### src/common/ssa_params.svh
// constants for the slave status and access block
// assumes inclusion by bare name from the design files
`ifndef SSA_PARAMS_SVH
`define SSA_PARAMS_SVH
// register bus offsets
`define SSA_STAT_OFS    32'h0004_9280
`define SSA_CTRL_OFS    32'h0004_9224
// access control layout and reset value
`define SSA_CTRL_RST    8'hA0
`define SSA_CTRL_WMASK  8'hFC
`define SSA_INTERNAL_WRITE_SIZE_HI    5
`define SSA_INTERNAL_WRITE_SIZE_LO    4
`define SSA_READ_AUTO_INCREMENT_BIT    3
`define SSA_WRITE_AUTO_INCREMENT_BIT    2
`define SSA_INTERNAL_WRITE_SIZE_4B    2'h2
// summary status layout
`define SSA_STAT_HARD   32'h8000_0000
`define SSA_SW_MASK     32'h7000_0000
`define SSA_EV_MASK     32'h0E00_007F
`define SSA_STAT_MASK   32'hFE00_007F
// peripheral byte addresses
`define SSA_PA_WADDR0   8'h00
`define SSA_PA_WADDR3   8'h03
`define SSA_PA_WDATA0   8'h04
`define SSA_PA_WDATA3   8'h07
`define SSA_PA_RADDR0   8'h10
`define SSA_PA_RADDR3   8'h13
`define SSA_PA_RDATA0   8'h14
`define SSA_PA_RDATA3   8'h17
`define SSA_PA_CTRL     8'h24
`define SSA_PA_STAT0    8'h80
`define SSA_PA_STAT3    8'h83
// internal address step
`define SSA_ADDR_STEP   32'h0000_0004
`endif

### src/common/ssa_pkg.sv
// types for the slave status and access block
// assumes nothing beyond a SystemVerilog compiler
`default_nettype none
package ssa_pkg;
   // internal read fetch sequence
   typedef enum logic [2:0] {
      SSA_ST_IDLE  = 3'h1,
      SSA_ST_FETCH = 3'h2,
      SSA_ST_CAPT  = 3'h4
   } ssa_rd_state_t;
endpackage
`default_nettype wire

### src/logic/ssa_status_access.sv
// slave-port status and internal access logic
// assumes a byte-level slave engine on the link clock and same-clock event sources
//
// Functional notes
// RQ1 - four-byte size writes internally on byte 0x07
// RQ2 - reserved write sizes block internal writes
// RQ3 - read auto-increment adds four after 0x14
// RQ4 - no read increment keeps read address
// RQ5 - read window pointer wraps 0x17 to 0x14
// RQ6 - write auto-increment adds four after 0x07
// RQ7 - write window pointer wraps 0x07 to 0x04
// RQ8 - no write increment keeps write address
// RQ9 - enabled status rising sets alert flag
// RQ10 - answer alert address only when enabled
// RQ11 - alert clears when enabled status is zero
// RQ12 - alert answer clears flag until new change
// RQ13 - status read-only on bus except software bits, slave W1C
// RQ14 - event bits sticky, active event survives clear
// RQ15 - software bits bus-written, slave-cleared
// RQ16 - software write beats slave clear
// RQ17 - status at slave addresses 0x80-0x83
// RQ18 - soft reset clears all status
// RQ19 - hard reset sets bit 31, soft clears
// RQ20 - enable rising over set status alerts
// RQ21 - alert asserts right after hard reset
// RQ22 - master clears handled events after alerts
`timescale 1ns/1ps
`default_nettype none
`include "ssa_params.svh"
module ssa_status_access
   import ssa_pkg::*;
(
   // clock and resets
   input  wire logic        core_clk,
   input  wire logic        rst,
   input  wire logic        softRst,
   // slave byte engine, link clock domain
   input  wire logic        linkClk,
   input  wire logic        linkAddrStb,
   input  wire logic        linkWrStb,
   input  wire logic        linkRdStb,
   input  wire logic        linkAraStb,
   input  wire logic [7:0]  linkByte,
   output var  logic [7:0]  linkRdData_r,
   output var  logic        araAck_r,
   // chip events and configuration
   input  wire logic [31:0] eventIn,
   input  wire logic [31:0] statEnable,
   input  wire logic        alertResponseEnable,
   output var  logic        alertFlag_r,
   // register bus slave
   input  wire logic        regWrEn,
   input  wire logic        regRdEn,
   input  wire logic [31:0] regAddr,
   input  wire logic [31:0] regWrData,
   output var  logic [31:0] regRdData_r,
   // internal register access master
   output var  logic        intWrStb_r,
   output var  logic [31:0] intWrAddr_r,
   output var  logic [31:0] intWrData_r,
   output var  logic        intRdStb_r,
   output var  logic [31:0] intRdAddr_r,
   input  wire logic [31:0] intRdData
);

   ////////////////////////////////////////////////////////////////////////////////
   // helpers

   function automatic logic [7:0] byteOf(input logic [31:0] w, input logic [1:0] idx);
      byteOf = w[{idx, 3'h0} +: 8];
   endfunction

   function automatic logic [31:0] putByte(input logic [31:0] w, input logic [1:0] idx,
                                           input logic [7:0] b);
      logic [31:0] t;
      t = w;
      t[{idx, 3'h0} +: 8] = b;
      putByte = t;
   endfunction

   // data windows wrap so a burst stays inside one four-byte window
   function automatic logic [7:0] nextPtr(input logic [7:0] p);
      if (p == `SSA_PA_WDATA3) begin
         nextPtr = `SSA_PA_WDATA0; // RQ7
      end else if (p == `SSA_PA_RDATA3) begin
         nextPtr = `SSA_PA_RDATA0; // RQ5
      end else begin
         nextPtr = p + 8'h01;
      end
   endfunction

   ////////////////////////////////////////////////////////////////////////////////
   // link synchroniser and edge detect

   logic        linkClkS1_r;
   logic        linkClkS2_r;
   logic        linkClkLast_r;
   logic [11:0] linkInS1_r;
   logic [11:0] linkInS2_r;

   // strobes and byte must be held across the link edge for at least 3 core cycles
   always_ff @(posedge core_clk or posedge rst) begin
      if (rst) begin
         linkClkS1_r   <= 1'b0;
         linkClkS2_r   <= 1'b0;
         linkClkLast_r <= 1'b0;
         linkInS1_r    <= 12'h000;
         linkInS2_r    <= 12'h000;
      end else begin
         linkClkS1_r   <= linkClk;
         linkClkS2_r   <= linkClkS1_r;
         linkClkLast_r <= linkClkS2_r;
         linkInS1_r    <= {linkAraStb, linkRdStb, linkWrStb, linkAddrStb, linkByte};
         linkInS2_r    <= linkInS1_r;
      end
   end

   logic       linkEdge;
   logic       evAddr;
   logic       evWr;
   logic       evRd;
   logic       evAra;
   logic [7:0] inByte;
   assign linkEdge = linkClkS2_r & ~linkClkLast_r;
   assign evAddr   = linkEdge & linkInS2_r[8];
   assign evWr     = linkEdge & linkInS2_r[9];
   assign evRd     = linkEdge & linkInS2_r[10];
   assign evAra    = linkEdge & linkInS2_r[11];
   assign inByte   = linkInS2_r[7:0];

   ////////////////////////////////////////////////////////////////////////////////
   // peripheral pointer and access control

   logic [7:0] ptr_r;
   logic [7:0] ctrl_r;
   logic       wsizeOk;
   logic       read_auto_increment;
   logic       write_auto_increment;
   assign wsizeOk = (ctrl_r[`SSA_INTERNAL_WRITE_SIZE_HI:`SSA_INTERNAL_WRITE_SIZE_LO] == `SSA_INTERNAL_WRITE_SIZE_4B);
   assign read_auto_increment    = ctrl_r[`SSA_READ_AUTO_INCREMENT_BIT];
   assign write_auto_increment    = ctrl_r[`SSA_WRITE_AUTO_INCREMENT_BIT];

   // pointer loads on the address byte, advances on each data byte
   always_ff @(posedge core_clk or posedge rst) begin
      if (rst) begin
         ptr_r <= 8'h00;
      end else if (evAddr) begin
         ptr_r <= inByte;
      end else if (evWr || evRd) begin
         ptr_r <= nextPtr(ptr_r); // RQ5 RQ7
      end
   end

   // control byte is writable from the slave port only, reserved bits stay zero
   always_ff @(posedge core_clk or posedge rst) begin
      if (rst) begin
         ctrl_r <= `SSA_CTRL_RST;
      end else if (evWr && ptr_r == `SSA_PA_CTRL) begin
         ctrl_r <= inByte & `SSA_CTRL_WMASK;
      end
   end

   ////////////////////////////////////////////////////////////////////////////////
   // internal write path

   logic [31:0] wAddr_r;
   logic [31:0] wData_r;
   logic        wordWr;
   assign wordWr = evWr && (ptr_r == `SSA_PA_WDATA3);

   // write address, bumped after the most significant data byte
   always_ff @(posedge core_clk or posedge rst) begin
      if (rst) begin
         wAddr_r <= 32'h0000_0000;
      end else if (evWr && ptr_r <= `SSA_PA_WADDR3) begin
         wAddr_r <= putByte(wAddr_r, ptr_r[1:0], inByte);
      end else if (wordWr && write_auto_increment) begin // RQ8
         wAddr_r <= wAddr_r + `SSA_ADDR_STEP; // RQ6
      end
   end

   // data staging; the write fires only with the four-byte size code
   always_ff @(posedge core_clk or posedge rst) begin
      if (rst) begin
         wData_r     <= 32'h0000_0000;
         intWrStb_r  <= 1'b0;
         intWrAddr_r <= 32'h0000_0000;
         intWrData_r <= 32'h0000_0000;
      end else begin
         intWrStb_r <= 1'b0;
         if (evWr && ptr_r >= `SSA_PA_WDATA0 && ptr_r <= `SSA_PA_WDATA3) begin
            wData_r <= putByte(wData_r, ptr_r[1:0], inByte);
         end
         if (wordWr && wsizeOk) begin
            intWrStb_r  <= 1'b1; // RQ1 RQ2
            intWrAddr_r <= wAddr_r;
            intWrData_r <= putByte(wData_r, 2'h3, inByte);
         end
      end
   end

   ////////////////////////////////////////////////////////////////////////////////
   // summary status and alert

   logic [31:0] stat_r;
   logic [31:0] w1c;
   logic        swWr;
   logic [31:0] stat_nxt;
   assign swWr = regWrEn && (regAddr == `SSA_STAT_OFS);
   assign w1c  = (evWr && ptr_r >= `SSA_PA_STAT0 && ptr_r <= `SSA_PA_STAT3) ?
                 putByte(32'h0000_0000, ptr_r[1:0], inByte) : 32'h0000_0000; // RQ17

   // sticky events survive a clear while still active; software bits obey the bus first
   always_comb begin
      stat_nxt = stat_r & ~w1c; // RQ13
      stat_nxt = stat_nxt | (eventIn & `SSA_EV_MASK); // RQ14
      if (swWr) begin
         stat_nxt = (stat_nxt & ~`SSA_SW_MASK) | (regWrData & `SSA_SW_MASK); // RQ15 RQ16
      end
      stat_nxt = stat_nxt & `SSA_STAT_MASK;
   end

   always_ff @(posedge core_clk or posedge rst) begin
      if (rst) begin
         stat_r <= `SSA_STAT_HARD; // RQ19
      end else if (softRst) begin
         stat_r <= 32'h0000_0000; // RQ18 RQ19
      end else begin
         stat_r <= stat_nxt;
      end
   end

   logic [31:0] armed;
   logic [31:0] armedLast_r;
   logic        armedRise;
   logic        araHit;
   assign armed     = stat_r & statEnable;
   assign armedRise = |(armed & ~armedLast_r); // RQ9 RQ20
   assign araHit    = evAra && alertFlag_r && alertResponseEnable; // RQ10

   // a new rise wins over the answer clearing in the same cycle
   always_ff @(posedge core_clk or posedge rst) begin
      if (rst) begin
         armedLast_r <= 32'h0000_0000;
         alertFlag_r <= 1'b0;
         araAck_r    <= 1'b0;
      end else begin
         armedLast_r <= armed;
         araAck_r    <= araHit; // RQ10
         if (armedRise) begin
            alertFlag_r <= 1'b1; // RQ9 RQ21
         end else if (armed == 32'h0000_0000 || araHit) begin
            alertFlag_r <= 1'b0; // RQ11 RQ12
         end
      end
   end

   ////////////////////////////////////////////////////////////////////////////////
   // internal read path and slave read data

   ssa_rd_state_t rdState_r;
   logic [31:0]   rAddr_r;
   logic [31:0]   rWord_r;
   logic [7:0]    rdMux;

   // the fetch sequence is three cycles, far inside one link period
   always_ff @(posedge core_clk or posedge rst) begin
      if (rst) begin
         rdState_r   <= SSA_ST_IDLE;
         intRdStb_r  <= 1'b0;
         intRdAddr_r <= 32'h0000_0000;
      end else begin
         intRdStb_r <= 1'b0;
         case (rdState_r)
            SSA_ST_IDLE: begin
               if (evRd && ptr_r == `SSA_PA_RDATA0) begin
                  rdState_r   <= SSA_ST_FETCH;
                  intRdStb_r  <= 1'b1;
                  intRdAddr_r <= rAddr_r;
               end
            end
            SSA_ST_FETCH: begin
               rdState_r <= SSA_ST_CAPT;
            end
            SSA_ST_CAPT: begin
               rdState_r <= SSA_ST_IDLE;
            end
            default: begin
               rdState_r <= SSA_ST_IDLE;
            end
         endcase
      end
   end

   // read address, stepped once the fetched word is captured
   always_ff @(posedge core_clk or posedge rst) begin
      if (rst) begin
         rAddr_r <= 32'h0000_0000;
         rWord_r <= 32'h0000_0000;
      end else begin
         if (rdState_r == SSA_ST_CAPT) begin
            rWord_r <= intRdData;
            if (read_auto_increment) begin // RQ4
               rAddr_r <= rAddr_r + `SSA_ADDR_STEP; // RQ3
            end
         end else if (evWr && ptr_r >= `SSA_PA_RADDR0 && ptr_r <= `SSA_PA_RADDR3) begin
            rAddr_r <= putByte(rAddr_r, ptr_r[1:0], inByte);
         end
      end
   end

   // unmapped peripheral addresses read as zero
   always_comb begin
      rdMux = 8'h00;
      if (ptr_r <= `SSA_PA_WADDR3) begin
         rdMux = byteOf(wAddr_r, ptr_r[1:0]);
      end else if (ptr_r <= `SSA_PA_WDATA3) begin
         rdMux = byteOf(wData_r, ptr_r[1:0]);
      end else if (ptr_r >= `SSA_PA_RADDR0 && ptr_r <= `SSA_PA_RADDR3) begin
         rdMux = byteOf(rAddr_r, ptr_r[1:0]);
      end else if (ptr_r >= `SSA_PA_RDATA0 && ptr_r <= `SSA_PA_RDATA3) begin
         rdMux = byteOf(rWord_r, ptr_r[1:0]);
      end else if (ptr_r == `SSA_PA_CTRL) begin
         rdMux = ctrl_r;
      end else if (ptr_r >= `SSA_PA_STAT0 && ptr_r <= `SSA_PA_STAT3) begin
         rdMux = byteOf(stat_r, ptr_r[1:0]);
      end
   end

   // byte 0x14 returns the freshly fetched word, others the live register
   always_ff @(posedge core_clk or posedge rst) begin
      if (rst) begin
         linkRdData_r <= 8'h00;
      end else if (rdState_r == SSA_ST_CAPT) begin
         linkRdData_r <= intRdData[7:0];
      end else if (evRd && ptr_r != `SSA_PA_RDATA0) begin
         linkRdData_r <= rdMux;
      end
   end

   ////////////////////////////////////////////////////////////////////////////////
   // register bus read side; control is read-only on this bus, status takes bus writes on its software bits only

   always_ff @(posedge core_clk or posedge rst) begin
      if (rst) begin
         regRdData_r <= 32'h0000_0000;
      end else if (regRdEn) begin
         if (regAddr == `SSA_STAT_OFS) begin
            regRdData_r <= stat_r; // RQ13
         end else if (regAddr == `SSA_CTRL_OFS) begin
            regRdData_r <= {24'h00_0000, ctrl_r};
         end else begin
            regRdData_r <= 32'h0000_0000;
         end
      end
   end
endmodule
`default_nettype wire

### config.mk
export PLATFORM = sky130hd
export DESIGN_NAME = ssa_status_access
export DESIGN_NICKNAME = d
export VERILOG_FILES = /design/src/common/ssa_pkg.sv /design/src/logic/ssa_status_access.sv
export VERILOG_INCLUDE_DIRS = /design/src /design/src/common
export SDC_FILE = /design/constraint.sdc
export NUM_CORES = 1
export LEC_CHECK = 0
export BUFFER_PORTS_ARGS = -buffer_cell sky130_fd_sc_hd__buf_4
export CAP_MARGIN = 25
export CORE_ASPECT_RATIO = 0.75
export CORE_UTILIZATION = 45
export CTS_CLUSTER_SIZE = 30
export DETAILED_ROUTE_END_ITERATION = 16
export PLACE_DENSITY = 0.67
export SYNTH_ARGS = -nofsm -noshare
export SYNTH_HDL_FRONTEND = slang
export SYNTH_SLANG_ARGS = --single-unit
### constraint.sdc
create_clock -name core_clk -period 17.6 [get_ports core_clk]
set_clock_uncertainty 0.1 [all_clocks]
set_input_delay 0.88 -clock core_clk [delete_from_list [all_inputs] [get_ports core_clk]]
set_output_delay 0.88 -clock core_clk [all_outputs]
set_load 0.05 [all_outputs]
Word-level counts from Yosys, hierarchy flattened --
Cells that the tools add are included.
Word-level totals: output and inout port bits 140, register bits 376, bits of input ports 179
Operators by class: bitwise operators 14, magnitude comparators 9, reduce and logical (&&, ||, !) cells 30, shifts and indexed selects 7, eq/ne operators 13, add/sub/neg operators 4, multiplexer cells 32
Operators with widths (count):
- $mux W32 | 9
- $shiftx A32 B6 Y8 | 5
- $and A32 B32 Y32 | 4
- $mux W8 | 13
- $bwmux W32 | 3
- $add A32 B3 Y32 const B | 2
- $eq A32 B19 Y1 const B | 2
- $not A32 Y32 | 2
- $logic_not A32 Y1 | 1
- $or A32 B28 Y32 | 1
- $or A32 B31 Y32 | 1
- $reduce_or A32 Y1 | 1
- $shift A8 B7 Y32 const A | 1
- $shiftx A8 B7 Y32 | 1
- $logic_and A1 B1 Y1 | 19
- $eq A8 B5 Y1 const B | 2
- $ge A8 B5 Y1 const B | 2
- $le A8 B5 Y1 const B | 2
- $reduce_bool A2 Y1 | 5
- $add A8 B1 Y8 const B | 1
- $eq A8 B3 Y1 const B | 1
- $eq A8 B6 Y1 const B | 1
- $ge A8 B3 Y1 const B | 1
- $ge A8 B8 Y1 const B | 1
- 17 further kinds | 28

Longest topological paths before layout --
Gate-level depths: netlist of the first run.
depth after elaboration 12, gate-level depth with buffers 12, mapped depth without buffers 7

Least setup slack after synthesis of the first run --
Ideal clock, no wire load.
path type register to register, start point register ptr_r[1], end point register wAddr_r[28], stages on the path, launching flop included 12, buffers on the path 4, period minus slack after synthesis 3.467 ns, slack 14.133 ns, required time 17.417 ns, arrival time 3.284 ns, setup time 0.083 ns, cell sequence dfrtp_1 clkbuf_1 clkbuf_1 buf_1 inv_1 ha_1 buf_1 nor3b_1 nand2_1 or3_1 o31a_1 o21ai_0
On the way: longest elaborated chain between the ends 4, elaborated cells between the ends (all ways) 11, those cells by class add/sub: 1; order compare: 1; eq/ne: 1; shift: 2; mux: 2; reduce/logical: 4
RTL lines:
- start: declaration | line ssa_status_access.sv:134 | logic [7:0] ptr_r;
- start signal: assignment | line ssa_status_access.sv:148 | ptr_r <= inByte;
- start signal: assignment | line ssa_status_access.sv:150 | ptr_r <= nextPtr(ptr_r);
- $neg A5 Y7 / $eq A8 B3 Y1 (equally long branches)
- $shiftx A8 B7 Y32 (tied with other cells) | line ssa_status_access.sv:77 | t[{idx, 3'h0} +: 8] = b;
- $bwmux W32 / $logic_and A1 B1 Y1 (equally long branches) | line ssa_status_access.sv:77, ssa_status_access.sv:177
- $mux W32 / $reduce_bool A2 Y1 (equally long branches)
- end signal: assignment | line ssa_status_access.sv:176 | wAddr_r <= putByte(wAddr_r, ptr_r[1:0], inByte);
- end signal: assignment | line ssa_status_access.sv:178 | wAddr_r <= wAddr_r + `SSA_ADDR_STEP;
- end: declaration | line ssa_status_access.sv:166 | logic [31:0] wAddr_r;
Parallel ways exist; a longest one is shown, timed or not. A chain may end at the register's enable or synchronous reset.

Worst setup path after layout of the first run --
start point register ptr_r[5], end point register intWrAddr_r[13]
On the way: longest elaborated chain between the ends 3
RTL lines:
- $eq A8 B3 Y1 (no source line)
- $logic_and A1 B1 Y1 | line ssa_status_access.sv:169 | assign wordWr = evWr && (ptr_r == `SSA_PA_WDATA3);
- $logic_and A1 B1 Y1 | line ssa_status_access.sv:194 | if (wordWr && wsizeOk) begin
- end signal: assignment | line ssa_status_access.sv:196 | intWrAddr_r <= wAddr_r;
- end: declaration | line ssa_status_access.sv:59 | output var logic [31:0] intWrAddr_r,
Every way passes these cells.

==> results of run 1 <==
[registers in the layout (all words and copies together), names as in the netlist, 12 cells and up]
signal,count
rAddr_r,32
regRdData_r,15
intWrAddr_r,32
wData_r,32
intWrData_r,32
linkInS1_r,12
armedLast_r,14
linkInS2_r,12
rWord_r,32
stat_r,14
intRdAddr_r,32
wAddr_r,32
[metal layers]
metal | wire, um | part of all wire, %
met5 | 0 | 0
met4 | 1112 | 2.2
met1 | 22400 | 45
met3 | 5739 | 12
met2 | 20370 | 41
[critical path, delay by kind of cell, from the launching register on]
| kind | cells | cell delay (ns) |
|---|---|---|
| simple gates | 4 | 1.89 |
| flops | 1 | 0.45 |
| buf+inv | 1 | 0.42 |
| mux | 1 | 0.42 |
[stage by stage]
| stage | cells | power, W | instance area, um^2 |
|---|---|---|---|
| 2_1_floorplan | 1495 | 0.0009576 | 15720 |
| 3_3_place_gp | 2092 | 0.001048 | 17690 |
| 3_5_place_dp | 2093 | 0.001049 | 17700 |
| 4_1_cts | 2153 | 0.001793 | 18850 |
| 5_1_grt | 2155 | 0.001845 | 18890 |
| 6_report | 2155 | 0.001791 | 18890 |
[area by class of cell]
cell class                 count  area, um^2  share of cell area, %
tap                          450       563.0                  2.981
multi-input combinational   1026        6985                  36.99
clock buffer                  47       993.5                  5.260
sequential                   323        8089                  42.83
timing repair buffer         256        1942                  10.28
clock inverter                13       155.1                 0.8215
inverter                      40       157.7                 0.8348
[final timing paths]
path	startpoint	end	cells past startpoint	slack [ns]
max in group asynchronous	rst	rdState_r[1]$_DFFE_PP0P_	3	15.61
setup / recovery	ptr_r[5]$_DFFE_PP0P_	intWrAddr_r[13]$_DFFE_PP0P_	6	14.13
min in group asynchronous	rst	intWrData_r[24]$_DFFE_PP0P_	2	0.38
hold / removal	linkClkS1_r$_DFF_PP0_	linkClkS2_r$_DFF_PP0_	0	0.24
setup reg to reg	ptr_r[5]$_DFFE_PP0P_	intWrAddr_r[13]$_DFFE_PP0P_	6	14.13
hold reg to reg	linkClkS1_r$_DFF_PP0_	linkClkS2_r$_DFF_PP0_	0	0.24
[logic make-up (layout without fill, tap and decap cells)]
family          count (synthesis)  in the layout  share of synthesized area (%)
compound gates                337            337                          13.95
xor+xnor                        1              1                        0.05595
fa+ha+maj                       7              7                         0.5594
buf+inv                       146            356                          4.284
flops                         323            323                          51.66
mux                           136            136                          13.24
other cells                     1             17                        0.02395
simple gates                  528            528                          16.23
[synth_stat cells, drive strengths merged, types with 8 or more instances]
cell type	count	area (um^2)
mux4	32	720.7
a21oi	73	365.4
nor3	26	141.4
inv	40	150.1
o22a	13	113.9
nor3b	9	67.56
nand4	26	162.7
mux2	102	1333
or3	8	55.05
and2	8	50.05
a22oi	12	90.09
o22ai	14	87.58
o21ai	103	515.5
a22o	21	183.9
clkbuf	66	247.7
nor2	55	206.5
nor4	22	158.9
and3	18	112.6
nand2	250	945.9
buf	40	272.8
nand3	66	330.3
dfrtp	319	7983
a31oi	23	143.9
[power breakdown]
group	internal [W]	total [W]	switching, W	leakage, nW
clock	0.000441	0.000747	0.000306	0.557
combinational	0.0000811	0.000238	0.000157	4.02
sequential	0.000763	0.000806	0.0000432	4.18
[cells in the final DEF (no fill, tap or decap), types with 12 or more instances in the layout]
| cell | Yosys | final |
|---|---|---|
| conb_1 | 1 | 17 |
| nand3_1 | 66 | 66 |
| nor2_1 | 55 | 55 |
| o21ai_0 | 103 | 103 |
| a21oi_1 | 73 | 73 |
| nand2_1 | 249 | 249 |
| nor3_1 | 25 | 25 |
| clkbuf_16 | 0 | 37 |
| a31oi_1 | 23 | 23 |
| and3_1 | 18 | 18 |
| mux2_4 | 49 | 49 |
| nor4_1 | 20 | 18 |
| o22a_1 | 13 | 13 |
| a22o_1 | 21 | 21 |
| inv_1 | 40 | 39 |
| mux2_2 | 51 | 51 |
| buf_4 | 18 | 255 |
| dfrtp_1 | 319 | 318 |
| mux4_2 | 32 | 32 |
| nand4_1 | 26 | 26 |
| a22oi_1 | 12 | 12 |
| o22ai_1 | 14 | 14 |
==> results.ini, run 1 <==
[run_status]
status=finished, final reports clean

[synth]
synth_ff_type=dfrtp_1
ys_seq_area_share_pct=51.66
yosysUniqueCellTypes=77
ys_seq_elements=323
ys_warn_count=0
syn_avg_cell_area_um2=10.59
synth_edf_count=0
ys_async_sr_fraction_pct=100.0
syn-cell-area_um2=15660
synth_cells=1479

[layout]
fillers=2988
fin_nets=1867
finish.utilization_pct=55.73
area_growth_pct=20.63
antenna_cells=0
drive_above_1_share_pct=27.80

[grt]
gr-usage-met1_pct=43.16
globalRouteMet3Util_pct=7.728
grt_pass1_vias=12341
antenna_found_initial=0
track_usage_pct=28.12
grt_pass1_wl_um=75780
grt_overflow=0
grt_max_degree=103
grtUsageMet2_pct=38.54
grt-busiest-layer=met1

[critical_path]
crit_required_ns=17.91
cp-end-kind=register
worstPathCellList=or4_1 -> nor3_4 -> nand2_4 -> or3_4 -> buf_4 -> mux2_4
cp_max_fo=58
arrival_ns=3.78
max_stage_delay_ns=0.76
cp-start-kind=register
slowest_stage=or4_1
crit_type=register to register

[sta]
fin_crit_sh_pct=19.71
final_hold_viol_count=0
min_period_ns=3.468
finalWorstSetupSlack_ns=14.13
tns_ns=0
tightest_slew_ns=1.078
max_slew_margin_pct=27.48
grt_setup_unrepaired=no
fmax_mhz=288.3
slew_viol_final=0
setup_viol=0
worst_hold_slack_ns=0.2448

[cts]
cts_tree=yes
h-tree-depth=2
path_clk_slew_ns=0.07
postCtsSetupBuffers=0
cts-root-buf=clkbuf_16
cts_sinks=323
cts_max_path_buffers=3
postCtsResizedCells=0
cts_buffers=34
clk_latency_ns=0.53
cts_hold_repair.buffers=0

[worst_hold_path]
worstHoldPathType=register to register

[die]
row_count=58
die_w_um=217.4
core_um2=33890
die_area_um2=35550
fp.dieH_um=163.5
initial_core_util_pct=46.20
io_pins=319

[routing]
wl_per_cell_um=23.02
route.detailed.drc=0
via_count=13035
drtIter0Drc=1401
via_per_inst=6.049
wirelength_um=49620
drt_pre_antenna_iters=5
ant_nets=0

[placement]
place.gp.congestion=0.9515
pre_cts_ws_ns=14.17
hpwlAfterDp_um=34970
io_buffers=232

[pwr]
p_leak_nw=8.760
vdd_drop_max_mv=0.05552
powerDensity_nw_per_um2=94.85

[flow_run]
drv_cap=0

(Power assumes the default switching activity.)
==> run 2, diff against run 1 <==
- PLACE_DENSITY: 0.67 -> 0.7
- clock period: 17.6 -> 2.9 ns (I/O delays scaled with it)
==> run 2 against run 1 <==
Against the previous run:
- register-to-register slack worse by 14 ns
- hold slack worse by 0.11 ns
- sequential power grew to 6.0 times the previous value
- critical endpoint is now stat_r[2]$_DFF_PP0_
- clock power increased to 6.2 times the previous value
- non-clock buffer count is 139 higher
- largest power group unchanged
- cell area up 7.6%
- largest cell class unchanged
- critical path depth rose by 2
==> results.ini, run 2 (synthesized netlist as in run 1, its figures left out) <==
[run_status]
status=finished, final reports clean

[sta]
max_slew_margin_pct=33.86
fmax_mhz=352.9
tns_ns=0
setup_viol=0
final_hold_viol_count=0
grt_setup_unrepaired=no
fin_crit_sh_pct=97.71
min_period_ns=2.834
finalWorstSetupSlack_ns=0.06639
slew_viol_final=0
tightest_slew_ns=0.9922

[layout]
multi_input_area_um2=7002
drive_above_1_share_pct=28.78
fin_area_um2=20310
final_common_cell=dfrtp_1
layout_common_cells=318 x dfrtp_1, 296 x buf_4, 248 x nand2_1, 102 x o21ai_0, 86 x dlygate4sd3_1
fillers=2793
seq_area_um2=8089
fin_nets=2006
area_growth_pct=29.75

[routing]
route.detailed.drc=0
drt_pre_antenna_iters=6
wirelength_um=52420
drtIter0Drc=1762
ant_nets=0
via_count=13832
wl_per_cell_um=22.83
via_per_inst=6.024

[critical_path]
reg2reg_depth=8
r2r_end=stat_r[2]$_DFF_PP0_
cp_max_fo=9
cp-start-kind=register
crit_required_ns=3.21
crit_type=register to register
cp-end-kind=register
rr_startpoint=ptr_r[3]$_DFFE_PP0P_
r2r_setup_slack_ns=0.07
arrival_ns=3.14

[grt]
track_usage_pct=29.62
grt_pass1_vias=13346
grt_pass1_wl_um=79960
grt_overflow=0
antenna_found_initial=2
grt_max_degree=76

[die]
fp.dieH_um=163.5
die_w_um=217.4
io_pins=319
initial_core_util_pct=46.20
core_um2=33890
die_area_um2=35550
row_count=58

[pwr]
total_power_w=0.01124
powerDensity_nw_per_um2=553.1
vdd_drop_max_mv=0.3773
p_leak_nw=9.433

[placement]
place.gp.congestion=0.9575
pre_cts_ws_ns=0.2284
io_buffers=232
placed_area_um2=18290
hpwlAfterDp_um=37430

[flow_run]
drv_cap=0

[cts]
h-tree-depth=2
clk_latency_ns=0.54
postCtsSetupBuffers=0
cts_sinks=323
cts_buffers=34
cts-root-buf=clkbuf_16
cts_max_path_buffers=3
path_clk_slew_ns=0.07
cts_tree=yes

[worst_hold_path]
hold_start=regWrEn
min_path_cells=5
worstHoldPathType=input port to register
min_to=stat_r[29]$_DFF_PP0_

-- run 2: cell count changes in the layout (fill, tap and decap cells not counted), moves of 2 or more --
cell / change
dlygate4sd3_1: +86
buf_4: +41
buf_12: +13
clkbuf_16: -3
bufinv_16: +2
clkinvlp_4: +2
-- run 2: worst max path at each step --
stage | to | slack (ns) | startpoint
final | stat_r[2]$_DFF_PP0_ | 0.07 | ptr_r[3]$_DFFE_PP0P_
after detailed placement | intWrAddr_r[15]$_DFFE_PP0P_ | 0.23 | ptr_r[5]$_DFFE_PP0P_
after global placement | intWrAddr_r[14]$_DFFE_PP0P_ | 0.25 | ptr_r[5]$_DFFE_PP0P_
after floorplan | alertFlag_r$_DFFE_PP0P_ | -1.65 | rst
after CTS | stat_r[4]$_DFF_PP0_ | 0.03 | ptr_r[3]$_DFFE_PP0P_
after global routing | stat_r[2]$_DFF_PP0_ | 0.03 | ptr_r[3]$_DFFE_PP0P_
-- run 2: layout make-up --
cell class              count  share of cell area (%)
diodes                      1                 0.01232
clock buffers              44                   4.521
clock inverters            17                   1.195
inverters                  40                  0.7576
multi-input cells        1026                   34.47
flip-flops and latches    323                   39.82
well taps                 450                   2.772
repair buffers            395                   16.46
-- run 2: per-layer routing --
layer / GRT usage, % / routed length [um] / part of all wire (%) / vias up
met3: 7.505 / 6010 / 11 / 100
met5: 0.2778 / 13 / 0.025 / -
met2: 43.33 / 22510 / 43 / 854
met4: 9.859 / 1427 / 2.7 / 2
met1: 42.72 / 22460 / 43 / 6828
li1: - / - / - / 6048
-- run 2: worst max-delay path, cell delays in order, from the launching register on --
cell	delay, ns
dfrtp_1	0.39
buf_4	0.17
or4b_2	0.65
nor2_2	0.21
buf_4	0.21
nand2_2	0.13
o21ai_0	0.18
a21oi_1	0.09
dlygate4sd3_1	0.57
-- run 2: metrics by stage --
stage	instances	util (%)	hold slack, ns
after floorplan	1495	-	0.07643
after global placement	2148	53.95	0.1552
after detailed placement	2148	53.95	0.1558
after CTS	2295	59.92	0.1264
after global routing	2295	59.94	0.1654
final	2296	59.94	0.1378
-- run 2: report_power, final --
group	internal, W	leakage (nW)	switching, W
sequential	0.00463	4.18	0.000196
combinational	0.000711	4.69	0.00109
clock	0.00271	0.556	0.00190
total	0.00805	9.43	0.00318
-- run 2: repair_timing --
item                                    CTS  global route
resized for setup                         0             3
hold endpoints to repair                100             0
endpoints found under the setup margin    0             4
hold buffers                             86             0
==> run 3, diff against run 2 <==
- ABC_AREA: unset -> 1
- ABC_CLOCK_PERIOD_IN_PS: unset -> 2900
==> run 3 against run 2 <==
Against the previous run:
- count of clock-buffer cells in the layout grew 9
- via count up 18%
- sequential share of layout area fell by 1.1 points
- core utilization shrank 1.9 points
- combinational power increased by 64%
- critical path type unchanged
==> results.ini, run 3 <==
[routing]
drt_pre_antenna_iters=6
wl_per_cell_um=19.83
via_count=16318
ant_nets=0
drtIter0Drc=1992
via_per_inst=5.409
route.detailed.drc=0
wirelength_um=59830

[placement]
placed_area_um2=18780
hpwlAfterDp_um=44090
io_buffers=232
pre_cts_ws_ns=0.3884
place.gp.congestion=0.9713

[grt]
grt_pass1_wl_um=90890
track_usage_pct=31.99
grt_max_degree=148
antenna_found_initial=4
grt_pass1_vias=15286
grt_overflow=0

[sta]
tightest_slew_ns=0.9823
final_hold_viol_count=0
fin_crit_sh_pct=92.33
max_slew_margin_pct=34.51
setup_viol=0
finalWorstSetupSlack_ns=0.2223
grt_setup_unrepaired=no
fmax_mhz=373.5
min_period_ns=2.678
slew_viol_final=0

[die]
initial_core_util_pct=45.90
row_count=60
die_w_um=223.1
die_area_um2=37460
core_um2=35960
io_pins=319
fp.dieH_um=167.9

[critical_path]
cp-start-kind=register
crit_type=register to register
arrival_ns=2.99
worst_path_most_repeated_cell=nand2_1
crit_required_ns=3.21
max_stage_delay_ns=0.55
slowest_stage=dlygate4sd3_1
cp-end-kind=register
r2r_setup_slack_ns=0.22
worstPathCellList=buf_4 -> ha_2 -> nand2_1 -> o21ai_0 -> nand2_1 -> nand2_1 -> nor2_1 -> dlygate4sd3_1
cp_max_fo=27

[pwr]
p_clk_share_pct=37.0
p_seq_share_pct=39.8
powerDensity_nw_per_um2=608.2
p_sw_w=0.004243
power_frac_comb_pct=23.3
sw_frac_of_total_pct=33.41
p_int_w=0.008456
p_leak_nw=10.19
vdd_drop_max_mv=0.3538

[synth]
ys_warn_count=0
synth.area.top_cells=dfrtp_1 48%, nand2_1 16%, o21ai_0 6.1%, nor2_1 5.2%, inv_1 5.0%
ys_seq_elements=323
yosysUniqueCellTypes=43
synth_edf_count=0
synth_cells=2210
yosysTopAreaCell=dfrtp_1
synth_ff_type=dfrtp_1
syn-cell-area_um2=16510
synth_top_area_share_pct=48.36
synth.most_common_cell=nand2_1
ys_async_sr_fraction_pct=100.0
syn_avg_cell_area_um2=7.469
ys_seq_area_share_pct=49.00
synth_common_cells=686 x nand2_1, 319 x dfrtp_1, 228 x nor2_1, 219 x inv_1, 202 x o21ai_0

[layout]
final_common_cell=nand2_1
fin_nets=2713
area_growth_pct=26.49
fin_area_um2=20880
fillers=3326
layout_common_cells=686 x nand2_1, 318 x dfrtp_1, 275 x buf_4, 227 x nor2_1, 217 x inv_1
drive_above_1_share_pct=14.62

[cts]
path_clk_slew_ns=0.06
cts_sinks=323
cts_buffers=35
cts_max_path_buffers=3
h-tree-depth=2
cts_tree=yes
clk_latency_ns=0.53
postCtsSetupBuffers=0
cts-root-buf=clkbuf_16

[run_status]
status=finished, final reports clean

[worst_hold_path]
worstHoldPathType=input port to register

[flow_run]
drv_cap=0

[run 3: cell types whose count changed in the layout (fill, tap and decap cells not counted), moves of 18 or more]
cell	before	now
a21oi_1	73	103
a22o_1	21	0
and3_1	18	0
buf_4	296	275
inv_1	39	217
mux2_2	51	0
mux2_4	49	0
mux4_2	32	0
nand2_1	248	686
nand3_1	66	159
nor2_1	54	227
o21ai_0	102	202
xor2_1	0	19
[run 3: worst paths after layout]
path | start | cells after the start | end
worst max-delay path | ptr_r[1]$_DFFE_PP0P_ | 8 | stat_r[29]$_DFF_PP0_
worst min-delay path | regAddr[3] | 6 | regRdData_r[5]$_DFFE_PP0P_
worst max register to register | ptr_r[1]$_DFFE_PP0P_ | 8 | stat_r[29]$_DFF_PP0_
worst min register to register | linkInS1_r[7]$_DFF_PP0_ | 0 | linkInS2_r[7]$_DFF_PP0_
max in group asynchronous | rst | 4 | rAddr_r[18]$_DFFE_PP0P_
min in group asynchronous | rst | 3 | linkInS2_r[7]$_DFF_PP0_
[run 3: cells by family after synthesis]
| kind of cell | after synthesis | share of synthesized area, % |
|---|---|---|
| XOR/XNOR | 20 | 1.061 |
| flip-flops | 323 | 49.00 |
| AND/OR/NAND/NOR | 1157 | 29.02 |
| adder cells (fa/ha/maj) | 7 | 0.5306 |
| buffers and inverters | 328 | 8.316 |
| AO/OA/AOI/OAI | 374 | 12.05 |
| other | 1 | 0.02272 |
[run 3: final cells by class]
class | instances | area (um^2) | share of cell area, %
tap | 465 | 581.8 | 2.787
inverter | 224 | 844.6 | 4.045
clock inverter | 8 | 143.9 | 0.6892
timing repair buffer | 368 | 3035 | 14.54
antenna | 1 | 2.502 | 0.01199
clock buffer | 53 | 1056 | 5.058
multi-input combinational | 1575 | 7126 | 34.13
sequential | 323 | 8089 | 38.74
[run 3: power by group through the flow]
stage	clock network [W]	registers [W]	logic [W]
6_report	0.00470	0.00505	0.00295
5_1_grt	0.00493	0.00507	0.00317
4_1_cts	0.00476	0.00503	0.00286
3_5_place_dp	0	0.00511	0.00276
3_3_place_gp	0	0.00511	0.00273
2_1_floorplan	0	0.00510	0.00164
[run 3: repair_timing]
| action | 4_1_cts | 5_1_grt |
|---|---|---|
| hold endpoints to repair | 121 | 0 |
| gates resized for setup | 0 | 3 |
| endpoints found under the setup margin | 0 | 1 |
| hold buffers | 89 | 0 |
[run 3: critical path, delay by kind of cell (launching register included)]
kind                     cells  cell delay [ns]
AND/OR/NAND/NOR              4             0.44
adder cells (fa/ha/maj)      1             0.43
AO/OA/AOI/OAI                1             0.27
buffers and inverters        2             0.92
flip-flops                   1             0.40
[run 3: stage by stage]
stage | cells | util, % | hold slack, ns | setup TNS [ns] | total power, W
final | 3017 | 58.06 | 0.01428 | 0 | 0.01270
after global routing | 3016 | 58.06 | 0.03023 | 0 | 0.01317
after global placement | 2866 | 52.22 | 0.01071 | 0 | 0.007834
after floorplan | 2226 | - | 0.07643 | -528.45 | 0.006734
after CTS | 3016 | 58.03 | 0.005475 | 0 | 0.01265
after detailed placement | 2866 | 52.22 | 0.01483 | 0 | 0.007876
[run 3: routing by layer]
layer,vias to the layer above,routed length [um],global-route usage [%]
met3,82,6846,9.529
li1,7713,-,-
met1,7741,27470,48.51
met2,780,24390,44.73
met5,-,13,0
met4,2,1107,6.597
